[src/stack_excl_consts.vh]
`ifndef STACK_EXCL_CONSTS_VH
`define STACK_EXCL_CONSTS_VH
// Operation codes on the command port
`define OP_PUSH 3'h0
`define OP_POP 3'h1
`define OP_LDEX 3'h2
`define OP_STEX 3'h3
`define OP_CLEAR_EXCLUSIVE_MONITOR 3'h4
// Access sizes
`define SZ_BYTE 2'h0
`define SZ_HALF 2'h1
`define SZ_WORD 2'h2
// Register numbers with fixed roles
`define REG_SP 4'hd
`define REG_LR 4'he
`define REG_PC 4'hf
// Store-exclusive status values and bytes per word
`define STEX_OK 32'h00000000
`define STEX_FAIL 32'h00000001
`define WORD_BYTES 32'h00000004
`endif

[src/excl_monitor.v]
`timescale 1ns/1ps
`include "stack_excl_consts.vh"
module excl_monitor
(
	input wire mclk,
	input wire srst,
	input wire set_en,
	input wire clr_en,
	input wire [31:0] set_addr,
	input wire [1:0] set_size,
	input wire [31:0] chk_addr,
	input wire [1:0] chk_size,
	input wire snoop_valid,
	input wire [31:0] snoop_addr,
	output wire pass,
	output wire armed
);
	reg armed_r;
	reg [31:0] addr_r;
	reg [1:0] size_r;
	assign armed = armed_r;
	// Snoop compares word granules to stay conservative for byte/half
	assign pass = armed_r && (addr_r == chk_addr) && (size_r == chk_size);
	always @(posedge mclk)
	begin
		if (srst)
		begin
			armed_r <= 1'b0;
			addr_r <= 32'h00000000;
			size_r <= 2'h0;
		end
		else if (set_en)
		begin
			armed_r <= 1'b1; // see (RQ18)
			addr_r <= set_addr;
			size_r <= set_size;
		end
		else if (clr_en)
			armed_r <= 1'b0; // see (RQ14)
		else if (snoop_valid && (snoop_addr[31:2] == addr_r[31:2]))
			armed_r <= 1'b0; // see (RQ13)
	end
endmodule

[src/stack_excl_unit.v]
`timescale 1ns/1ps
`include "stack_excl_consts.vh"
// Contract
// (RQ1) Push stores highest register at highest address, walking downward.
// (RQ2) Pop loads lowest register from lowest address, walking upward.
// (RQ3) Stack pointer is base; final address written back to it.
// (RQ4) Software never gives an empty register list.
// (RQ5) Lists exclude stack pointer; push excludes PC; pop not PC with LR.
// (RQ6) Popped PC value needs bit 0 set; branch to halfword address.
// (RQ7) Conditional pop of PC sits last in its if-then block.
// (RQ8) None of these operations change the condition flags.
// (RQ9) Exclusive loads read word, byte or halfword as asked.
// (RQ10) Store-exclusive status is 0 when stored, 1 when not.
// (RQ11) Store-exclusive uses address of latest load-exclusive.
// (RQ12) Store-exclusive size matches preceding load-exclusive size.
// (RQ13) Success means no other agent touched the location meanwhile.
// (RQ14) After clear-exclusive the next store-exclusive fails, no write.
// (RQ15) No PC use; status differs from transfer and base registers.
// (RQ16) Word offset is a multiple of four, 0 to 1020.
// (RQ17) Keep code between load- and store-exclusive short.
// (RQ18) Local monitor holds address and size of latest load-exclusive.
module stack_excl_unit
(
	input wire mclk,
	input wire srst,
	input wire cmd_valid,
	output wire cmd_ready,
	input wire [2:0] cmd_op,
	input wire [15:0] cmd_reglist,
	input wire [1:0] cmd_size,
	input wire [31:0] cmd_addr,
	input wire [31:0] cmd_wdata,
	input wire [31:0] stack_pointer,
	input wire [3:0] flags_in,
	output reg [3:0] rd_idx,
	input wire [31:0] rd_data,
	output reg mem_req,
	output reg mem_we,
	output reg [31:0] mem_addr,
	output reg [1:0] mem_size,
	output reg [31:0] mem_wdata,
	input wire mem_ack,
	input wire [31:0] mem_rdata,
	input wire snoop_valid,
	input wire [31:0] snoop_addr,
	output reg wb_valid,
	output reg [3:0] wb_idx,
	output reg [31:0] wb_data,
	output reg sp_wb_valid,
	output reg [31:0] sp_wb_data,
	output reg branch_valid,
	output reg [31:0] branch_target,
	output reg branch_fault,
	output wire [3:0] flags_out,
	output wire monitor_armed,
	output reg done
);
	localparam ST_IDLE = 2'h0;
	localparam ST_MULTI = 2'h1;
	localparam ST_SINGLE = 2'h2;

	reg [1:0] state_r;
	reg [2:0] op_r;
	reg [15:0] list_r;
	reg [31:0] addr_r;
	reg [31:0] next_sp_r;
	wire [3:0] low_idx;
	wire [3:0] high_idx;
	wire [4:0] list_count;
	wire mon_pass;
	wire start;
	wire stex_go;
	reg mon_set;
	reg mon_clr;

	function [3:0] lowest;
		input [15:0] l;
		integer i;
		begin
			lowest = 4'h0;
			for (i = 15; i >= 0; i = i - 1)
				if (l[i])
					lowest = i[3:0];
		end
	endfunction

	function [3:0] highest;
		input [15:0] l;
		integer i;
		begin
			highest = 4'h0;
			for (i = 0; i < 16; i = i + 1)
				if (l[i])
					highest = i[3:0];
		end
	endfunction

	function [4:0] popcount;
		input [15:0] l;
		integer i;
		begin
			popcount = 5'h00;
			for (i = 0; i < 16; i = i + 1)
				popcount = popcount + {4'h0, l[i]};
		end
	endfunction

	// Flags pass straight through: nothing here writes them
	assign flags_out = flags_in; // see (RQ8)
	assign cmd_ready = (state_r == ST_IDLE);
	assign start = cmd_valid && cmd_ready;
	assign low_idx = lowest(list_r);
	assign high_idx = highest(list_r);
	assign list_count = popcount(cmd_reglist);
	assign stex_go = start && (cmd_op == `OP_STEX) && mon_pass;

	always @*
	begin
		rd_idx = 4'h0;
		if (state_r == ST_MULTI && op_r == `OP_PUSH)
			rd_idx = high_idx;
	end

	always @*
	begin
		mon_set = 1'b0;
		mon_clr = 1'b0;
		if (start && cmd_op == `OP_LDEX)
			mon_set = 1'b1; // see (RQ18)
		if (start && (cmd_op == `OP_STEX || cmd_op == `OP_CLEAR_EXCLUSIVE_MONITOR))
			mon_clr = 1'b1; // see (RQ14)
	end

	excl_monitor u_mon
	(
		.mclk(mclk),
		.srst(srst),
		.set_en(mon_set),
		.clr_en(mon_clr),
		.set_addr(cmd_addr),
		.set_size(cmd_size),
		.chk_addr(cmd_addr),
		.chk_size(cmd_size),
		.snoop_valid(snoop_valid),
		.snoop_addr(snoop_addr),
		.pass(mon_pass),
		.armed(monitor_armed)
	);

	always @(posedge mclk)
	begin
		if (srst)
		begin
			state_r <= ST_IDLE;
			op_r <= `OP_PUSH;
			list_r <= 16'h0000;
			addr_r <= 32'h00000000;
			next_sp_r <= 32'h00000000;
			mem_req <= 1'b0;
			mem_we <= 1'b0;
			mem_addr <= 32'h00000000;
			mem_size <= `SZ_WORD;
			mem_wdata <= 32'h00000000;
			wb_valid <= 1'b0;
			wb_idx <= 4'h0;
			wb_data <= 32'h00000000;
			sp_wb_valid <= 1'b0;
			sp_wb_data <= 32'h00000000;
			branch_valid <= 1'b0;
			branch_target <= 32'h00000000;
			branch_fault <= 1'b0;
			done <= 1'b0;
		end
		else
		begin
			wb_valid <= 1'b0;
			sp_wb_valid <= 1'b0;
			branch_valid <= 1'b0;
			branch_fault <= 1'b0;
			done <= 1'b0;
			case (state_r)
			ST_IDLE:
			begin
				if (start)
				begin
					op_r <= cmd_op;
					list_r <= cmd_reglist;
					case (cmd_op)
					`OP_PUSH:
					begin
						// Lowest slot is SP minus four per register
						next_sp_r <= stack_pointer - {25'h0, list_count, 2'h0}; // see (RQ3)
						addr_r <= stack_pointer - `WORD_BYTES;
						state_r <= ST_MULTI;
					end
					`OP_POP:
					begin
						// Last slot read is SP plus four per extra register
						next_sp_r <= stack_pointer +
							{25'h0, list_count, 2'h0} - `WORD_BYTES; // see (RQ3)
						addr_r <= stack_pointer;
						state_r <= ST_MULTI;
					end
					`OP_LDEX:
					begin
						mem_req <= 1'b1;
						mem_we <= 1'b0;
						mem_addr <= cmd_addr;
						mem_size <= cmd_size; // see (RQ9)
						state_r <= ST_SINGLE;
					end
					`OP_STEX:
					begin
						if (stex_go)
						begin
							mem_req <= 1'b1;
							mem_we <= 1'b1;
							mem_addr <= cmd_addr;
							mem_size <= cmd_size;
							mem_wdata <= cmd_wdata;
							state_r <= ST_SINGLE;
						end
						else
						begin
							// Failed attempt never reaches memory
							wb_valid <= 1'b1;
							wb_data <= `STEX_FAIL; // see (RQ10)
							done <= 1'b1;
						end
					end
					default:
						done <= 1'b1;
					endcase
				end
			end
			ST_MULTI:
			begin
				if (!mem_req)
				begin
					mem_req <= 1'b1;
					mem_size <= `SZ_WORD;
					mem_addr <= addr_r;
					mem_we <= (op_r == `OP_PUSH);
					mem_wdata <= rd_data; // see (RQ1)
				end
				else if (mem_ack)
				begin
					mem_req <= 1'b0;
					if (op_r == `OP_PUSH)
					begin
						list_r[high_idx] <= 1'b0; // see (RQ1)
						addr_r <= addr_r - `WORD_BYTES;
					end
					else
					begin
						list_r[low_idx] <= 1'b0; // see (RQ2)
						addr_r <= addr_r + `WORD_BYTES;
						if (low_idx == `REG_PC)
						begin
							branch_valid <= 1'b1; // see (RQ6)
							branch_target <= {mem_rdata[31:1], 1'b0};
							branch_fault <= ~mem_rdata[0];
						end
						else
						begin
							wb_valid <= 1'b1;
							wb_idx <= low_idx;
							wb_data <= mem_rdata;
						end
					end
					if (list_r == (16'h0001 << (op_r == `OP_PUSH ? high_idx :
						low_idx)))
					begin
						sp_wb_valid <= 1'b1; // see (RQ3)
						sp_wb_data <= next_sp_r;
						done <= 1'b1;
						state_r <= ST_IDLE;
					end
				end
			end
			ST_SINGLE:
			begin
				if (mem_ack)
				begin
					mem_req <= 1'b0;
					wb_valid <= 1'b1;
					if (op_r == `OP_LDEX)
						wb_data <= mem_rdata;
					else
						wb_data <= `STEX_OK; // see (RQ10)
					done <= 1'b1;
					state_r <= ST_IDLE;
				end
			end
			default:
				state_r <= ST_IDLE;
			endcase
		end
	end
endmodule

[config.mk]
export PLATFORM = sky130hd
export DESIGN_NAME = stack_excl_unit
export DESIGN_NICKNAME = d
export VERILOG_FILES = /design/src/excl_monitor.v /design/src/stack_excl_unit.v
export VERILOG_INCLUDE_DIRS = /design/src
export SDC_FILE = /design/constraint.sdc
export NUM_CORES = 1
export LEC_CHECK = 0
export BUFFER_PORTS_ARGS = -buffer_cell sky130_fd_sc_hd__buf_2
export CAP_MARGIN = 20
export CELL_PAD_IN_SITES_DETAIL_PLACEMENT = 0
export CELL_PAD_IN_SITES_GLOBAL_PLACEMENT = 1
export CORE_MARGIN = 1
export CORE_UTILIZATION = 43
export CTS_CLUSTER_DIAMETER = 100
export CTS_CLUSTER_SIZE = 30
export DETAILED_ROUTE_END_ITERATION = 10
export GPL_TIMING_DRIVEN = 0
export PLACE_DENSITY_LB_ADDON = 0.25
export REMOVE_ABC_BUFFERS = 1
export SETUP_SLACK_MARGIN = 0.4
export SYNTH_ARGS = -nofsm -noshare
export SYNTH_HDL_FRONTEND = slang
export SYNTH_HIERARCHICAL = 1
export SYNTH_SLANG_ARGS = --single-unit
[constraint.sdc]
create_clock -name mclk -period 24.3 [get_ports mclk]
set_input_delay 7.29 -clock mclk [delete_from_list [all_inputs] [get_ports mclk]]
set_output_delay 7.29 -clock mclk [all_outputs]
set_load 0.02 [all_outputs]
-- Word level (Yosys, flattened, before mapping)
Cells that the tools add are included.
- flip-flop bits (word level): 292
- input bits: 222
- add/subtract/negate cells: 21
- order comparisons: 4
- equal/unequal tests: 27
- shifts and indexed selects: 1
- mux-type cells: 114
- bitwise logic cells: 10
- reduce and logical (&&, ||, !) cells: 36
- operators by type and width (cell ; count):
    $mux W32 ; 20
    $pmux W32 S2 ; 6
    $mux W4 ; 32
    $pmux W32 S3 ; 1
    $sub A32 B3 Y32 const B ; 3
    $mux W16 ; 4
    $add A5 B1 Y5 ; 11
    $add A32 B3 Y32 const B ; 1
    $add A32 B7 Y32 ; 1
    $and A16 B16 Y16 ; 2
    $eq A32 B32 Y1 ; 1
    $not A16 Y16 ; 2
    $pmux W16 S2 ; 1
    $sub A32 B7 Y32 ; 1
    $eq A30 B30 Y1 ; 1
    $reduce_and A5 Y1 ; 6
    $mux W1 ; 28
    $mux W2 ; 9
    $eq A16 B16 Y1 ; 1
    $shl A1 B4 Y16 const A ; 1
    $ne A2 B2 Y1 const B ; 7
    $pmux W2 S3 ; 2
    $logic_and A1 B1 Y1 ; 11
    $lt A4 B5 Y1 const B ; 2
    other kinds (35) ; 59

-- Depth between registers and ports, before layout
Gate-level depths: netlist (run 1).
- depth in word-level cells: 26
- mapped depth: 26
- gate-level depth less buffers: 26

-- By module
Netlist (run 1), hierarchy kept.
- by module, submodules not included (module ; instances ; cells an instance ; area an instance (um^2) ; sequential area each (um^2)):
    stack_excl_unit ; 1 ; 2024 ; 15970.3 ; 5144.9
    excl_monitor ; 1 ; 201 ; 1923.1 ; 700.7

-- Worst setup path before layout (run 1)
OpenSTA, ideal clock, no wires.
- path kind: input port to output port
- from: input flags_in[0]
- to: output flags_out[0]
- arrival time: 7424 ps
- path slack: 9586 ps
- stages on the path: 1
- buffers on the path: 1
- cell sequence: buf_4
- RTL lines (what ; line ; RTL):
    from (decl) ; stack_excl_unit.v:34 ; input wire [3:0] flags_in,
    to (decl) ; stack_excl_unit.v:54 ; output wire [3:0] flags_out,
No word-level cell between the ends.

-- Worst setup path in the final report (run 1)
- from: input flags_in[1]
- to: output flags_out[1]
No word-level cell between the ends.

==> results.toml, run 1 <==
[setup_path]
start_kind = "input port"
worstSetupPathType = "in -> out"
critPathArrivalTime_ns = 7.29
crit_fanout = 1
cp-end-kind = "output port"
r2r_cells = 13
cp_num_cells = 0
required_ns = 17.01

[timing]
tightest_slew_ns = 1.02
setup_violations = 0
finalHoldViolCount = 0
maxSlewViolCount = 0
whs_ns = 0.454
finalCriticalPeriod_ns = 14.58
rsz0062_at_grt = "false"
max_slew_margin_pct = 31.0
setup_tns_ns = 0
fmax_ghz = 0.0686
finalCritPeriodShare_pct = 60.0
clock_skew_ns = 0.0462

[drt]
vias = 16800
drt_wl_total_um = 57600
ant_nets = 0
vias_per_cell = 5.49
drc_errors = 0
drt_iter0_drc = 1223
routedWlPerCell_um = 18.8
drt-pass1-iter-count = 5

[pwr]
leakage_nw = 8.53
p_per_area_mw_per_mm2 = 93.3
sw_frac_of_total_pct = 45.3
power_frac_clock_pct = 16.4
p_sw_uw = 887
power_mw = 1.96
power_frac_comb_pct = 52.1
power_frac_seq_pct = 31.5
power.internal_mw = 1.07
ir_drop_mv = 0.0646

[floorplanning]
row_count = 74
core_area_sq_mm = 0.0409
die_area_sq_mm = 0.0424
die_h_um = 206
die_x_um = 206
initial_utilization_pct = 43.7
pin_count = 405

[logic_synthesis]
ys_types = 77
synth-async-reset-ratio_pct = 0
postSynthAreaPerCell_sq_um = 8.04
ys_seq_area_share_pct = 32.7
synth_seq_cells = 292
synth_cells = 2225
ys_warn_count = 6
syn-cell-area_sq_mm = 0.0179
synth-main-ff-cell = "dfxtp_1"
synth_edf_count = 0

[cts]
cts_hold_buf = 0
clkTransAtPathRegs_ns = 0.10
numCtsBuffers = 16
cts-root-buf = "clkbuf_16"
clk_latency_ns = 0.55
cts_tree = "done"
htreeDepth = 1
cts-resized-gates = 0
clk_path_buf_depth = 3
cts_setup_buffers = 0
cts_sinks = 292

[run]
maxCapViolCount = 0

[hold_path]
min_path_type = "reg -> reg"
hold_path_depth = 2

[finish]
utilization_pct = 51.3
final_common_cell = "buf_2"
nFillCells = 4041
fin_nets = 2862
final_cell_mix = "buf_2 (392), dfxtp_1 (292), nor2_1 (285), nand2_1 (222), a21oi_1 (190)"
synthToLayoutAreaGrowth_pct = 17.4
drive_gt1_share_pct = 18.8
finalNonFillerCells = 3068

[global_routing]
track_usage_pct = 26.2
grt_pass1_wl_um = 88500
overflow = 0
grt_pass1_vias = 15700
grt_max_degree = 159
antenna_found_initial = 7

[place]
place_hpwl_um = 44200
io_buffers = 393
gp_congestion = 0.915
dp.cells = 3041

[status]
outcome = "complete, no violations"
## power groups by stage
stage          sequential (mW)  clock (mW)  combinational (mW)
2_1_floorplan            0.657           0               0.671
3_3_place_gp             0.626           0                1.00
3_5_place_dp             0.628           0                1.01
4_1_cts                  0.617       0.331                1.02
5_1_grt                  0.625       0.346                1.13
6_report                 0.618       0.321                1.02
## worst paths after layout
path,from,end,slack (ns)
setup / recovery,flags_in[1],flags_out[1],9.72
hold / removal,wb_data[27]$_SDFFE_PP0P_,wb_data[27]$_SDFFE_PP0P_,0.45
setup reg to reg,op_r[0]$_SDFFE_PP0P_,addr_r[30]$_SDFFE_PP0P_,19.18
hold reg to reg,wb_data[27]$_SDFFE_PP0P_,wb_data[27]$_SDFFE_PP0P_,0.45
## final cells by class
cell class,instances,area (sq um),area share (%)
repair buffers,418,2400,11.4
inverters,104,390,1.86
well taps,532,666,3.17
clock buffers,17,425,2.03
flip-flops and latches,292,5850,27.8
multi-input cells,1695,11200,53.1
clock inverters,7,110,0.524
diodes,3,7.51,0.0357
## metal layers
metal / wire length (um) / global-route usage, % / vias to the layer above
met5: 69 / 0 / -
met4: 896 / 4.52 / 10
met3: 3570 / 4.21 / 50
met2: 26600 / 43.5 / 471
met1: 26500 / 35.9 / 7896
li1: - / - / 8419
## state kept, by name, summed over array words and instances (netlist names), 2 cells and up
register,flops
op_r,3
state_r,2
branch_target,31
mem_addr,32
wb_data,32
u_mon/addr_r,32
addr_r,32
u_mon/size_r,2
mem_wdata,32
mem_size,2
list_r,16
wb_idx,4
sp_wb_data,32
next_sp_r,32
## synthesized netlist by cell type, types with 4 or more instances
library cell | instances | share of area, %
o21ai_0 | 70 | 2.0
a311oi_1 | 5 | 0.24
or4_1 | 8 | 0.34
o22ai_1 | 5 | 0.17
nor2b_1 | 17 | 0.59
xnor2_1 | 134 | 6.6
nand3_1 | 85 | 2.4
nand4_1 | 28 | 0.98
buf_4 | 5 | 0.21
nand3b_1 | 9 | 0.38
a31oi_1 | 16 | 0.56
nand2b_1 | 14 | 0.49
nor3_1 | 29 | 0.81
o21a_1 | 7 | 0.29
and3_1 | 9 | 0.31
buf_6 | 4 | 0.25
nor2_1 | 286 | 6.0
xor2_1 | 27 | 1.3
o2111ai_1 | 6 | 0.29
or2_2 | 5 | 0.17
nand2_1 | 223 | 4.7
or3_1 | 12 | 0.42
mux2i_1 | 134 | 7.5
a22oi_1 | 14 | 0.59
o21bai_1 | 8 | 0.34
dfxtp_1 | 292 | 33
clkbuf_1 | 100 | 2.1
a211oi_1 | 89 | 3.7
nor4_1 | 14 | 0.49
o211ai_1 | 24 | 1.0
a221oi_1 | 7 | 0.34
inv_1 | 103 | 2.2
o31ai_1 | 21 | 0.88
a211o_1 | 5 | 0.24
and2_1 | 6 | 0.21
ha_1 | 100 | 7.0
a21o_1 | 16 | 0.67
fa_1 | 13 | 1.5
buf_1 | 18 | 0.38
a21oi_1 | 191 | 5.3
buf_2 | 7 | 0.20
## kinds of logic after synthesis
logic type | Yosys count | share of synthesized area, %
compound gates | 525 | 18.9
fa+ha+maj | 113 | 8.45
simple gates | 760 | 19.2
mux | 135 | 7.56
xor+xnor | 161 | 7.88
other cells | 1 | 0.0210
buf+inv | 238 | 5.31
flops | 292 | 32.7
## stage by stage
stage          setup WS, ns  area (sq um)
6_report               9.72         21000
5_1_grt                9.72         21000
4_1_cts                9.72         21000
3_5_place_dp           9.72         20500
3_3_place_gp           9.72         20000
2_1_floorplan          9.72         17300
No activity file was read; power rests on OpenSTA's default activity.
==> inputs of run 2 (changes only) <==
- CORE_UTILIZATION: 43 -> 40
- clock period: 24.3 -> 14.9 ns (I/O delays scaled with it)
==> run 2 against run 1 <==
  * Clock skew is 0.00060 ns lower
  * Global-route usage is 1.1 points lower
  * Non-clock buffer count is 1 higher
  * Final cell count is 2.2% higher
  * Via count is 0.55% lower
  * Die area is 7.4% higher
  * First-iteration DRC count is 0.25% lower
  * Critical endpoint is now next_sp_r[31]$_SDFFE_PP0P_
  * Largest cell class unchanged
  * Largest power group unchanged
==> results.toml, run 2 (synthesized netlist as in run 1, its figures left out) <==
[cts]
cts_tree = "done"
cts-root-buf = "clkbuf_16"
cts-resized-gates = 0
clk_path_buf_depth = 3
clk_latency_ns = 0.56
cts_setup_buffers = 0
htreeDepth = 1
numCtsBuffers = 16
clkTransAtPathRegs_ns = 0.11
cts_sinks = 292
cts_hold_buf = 0

[setup_path]
crit_path_frequent_cell = "inv_1"
worstSetupPathType = "in -> reg"
crit_fanout = 4
path_buf_inv = 6
reg2reg_slack_ns = 9.93
r2r_cells = 13
start_kind = "input port"
cp-end-kind = "register"
cpMaxStageDelayCell = "fa_1"
regToRegStartpoint = "op_r[0]$_SDFFE_PP0P_"
crit_family = "adder cells"
required_ns = 15.33
rr_endpoint = "addr_r[30]$_SDFFE_PP0P_"
max_stage_delay_ns = 0.58
critPathArrivalTime_ns = 10.96

[place]
gp_congestion = 0.880
io_buffers = 393
place_hpwl_um = 46400
placed_area_sq_mm = 0.0206
post-place-ws_ns = 3.76

[run]
maxCapViolCount = 0

[global_routing]
grt_pass1_wl_um = 89700
overflow = 0
antenna_found_initial = 14
track_usage_pct = 25.1
grt_max_degree = 109
grt_pass1_vias = 15700

[floorplanning]
core_area_sq_mm = 0.0441
die_h_um = 214
die_area_sq_mm = 0.0456
die_x_um = 214
initial_utilization_pct = 40.6
pin_count = 405
row_count = 77

[hold_path]
min_path_type = "reg -> reg"
hold_end = "wb_data[10]$_SDFFE_PP0P_"
min-delay-start = "wb_data[10]$_SDFFE_PP0P_"
hold_path_depth = 2

[drt]
vias_per_cell = 5.34
drc_errors = 0
drt_iter0_drc = 1220
drt_wl_total_um = 59400
routedWlPerCell_um = 18.9
vias = 16800
drt-pass1-iter-count = 5
ant_nets = 0

[timing]
setup_tns_ns = 0
setup_slack_ns = 4.37
tightest_slew_ns = 1.10
max_slew_margin_pct = 25.7
rsz0062_at_grt = "false"
setup_violations = 0
fmax_ghz = 0.0949
finalCriticalPeriod_ns = 10.53
maxSlewViolCount = 0
clock_skew_ns = 0.0456
finalCritPeriodShare_pct = 70.7
finalHoldViolCount = 0

[pwr]
power_frac_seq_pct = 31.4
power_frac_comb_pct = 51.6
ir_drop_mv = 0.0908
p_sw_mw = 1.45
power_mw = 3.21
power_frac_clock_pct = 17.0
sw_frac_of_total_pct = 45.2
p_per_area_mw_per_mm2 = 152
leakage_nw = 8.56
power.internal_mw = 1.76

[status]
outcome = "complete, no violations"

[finish]
final_cell_mix = "buf_2 (392), dfxtp_1 (292), nor2_1 (285), nand2_1 (222), a21oi_1 (190)"
drive_gt1_share_pct = 18.9
nFillCells = 4529
synthToLayoutAreaGrowth_pct = 18.2
fin_nets = 2863
final_common_cell = "buf_2"
utilization_pct = 47.9
final_area_sq_mm = 0.0211
[run 2: changes by cell type in the layout (fill, tap and decap cells not counted)]
cell and delta:
inv_16 +3, clkbuf_8 +1, buf_16 +2, inv_12 +2, buf_8 -1, diode_2 +5, inv_6 -1, clkinv_16 -2
clkinv_8 -1, clkinvlp_4 -1
[run 2: area by class of cell]
class	count	area, sq um	share of cell area (%)
repair buffers	419	2440	11.6
clock buffers	18	439	2.08
well taps	592	741	3.50
diodes	8	20.0	0.0947
flip-flops and latches	292	5850	27.6
inverters	104	390	1.85
multi-input cells	1695	11200	52.8
clock inverters	7	110	0.521
[run 2: through the flow]
stage / hold WS, ns / cells
after floorplan: 0.425 / 2091
after global placement: 0.435 / 3076
after detailed placement: 0.441 / 3102
after CTS: 0.457 / 3127
after global routing: 0.466 / 3134
final: 0.456 / 3135
[run 2: power groups by stage]
stage / clock, mW / combinational (mW) / sequential, mW
5_1_grt: 0.590 / 1.84 / 1.02
3_5_place_dp: 0 / 1.65 / 1.02
2_1_floorplan: 0 / 1.09 / 1.07
3_3_place_gp: 0 / 1.64 / 1.02
6_report: 0.545 / 1.66 / 1.01
4_1_cts: 0.566 / 1.66 / 1.01
[run 2: metal layers]
layer | global-route usage [%] | vias up | routed length [um]
li1 | - | 8432 | -
met1 | 33.8 | 7814 | 27500
met2 | 41.1 | 415 | 26800
met3 | 4.09 | 81 | 3500
met4 | 7.27 | 12 | 1430
met5 | 0 | - | 79
[run 2: tightest hold or removal path, stage by stage, from the launching register on]
cell	delay, ns
dfxtp_1	0.32
nand2_1	0.05
a21oi_1	0.05
[run 2: worst max path at each step]
| stage | to | cells after the start | start |
|---|---|---|---|
| 6_report | next_sp_r[31]$_SDFFE_PP0P_ | 26 | cmd_reglist[11] |
| 5_1_grt | next_sp_r[31]$_SDFFE_PP0P_ | 26 | cmd_reglist[11] |
| 4_1_cts | next_sp_r[31]$_SDFFE_PP0P_ | 26 | cmd_reglist[11] |
| 3_5_place_dp | next_sp_r[31]$_SDFFE_PP0P_ | 24 | cmd_reglist[0] |
| 3_3_place_gp | rd_idx[1] | 5 | state_r[1]$_SDFFE_PP0P_ |
| 2_1_floorplan | next_sp_r[31]$_SDFFE_PP0P_ | 25 | cmd_reglist[11] |
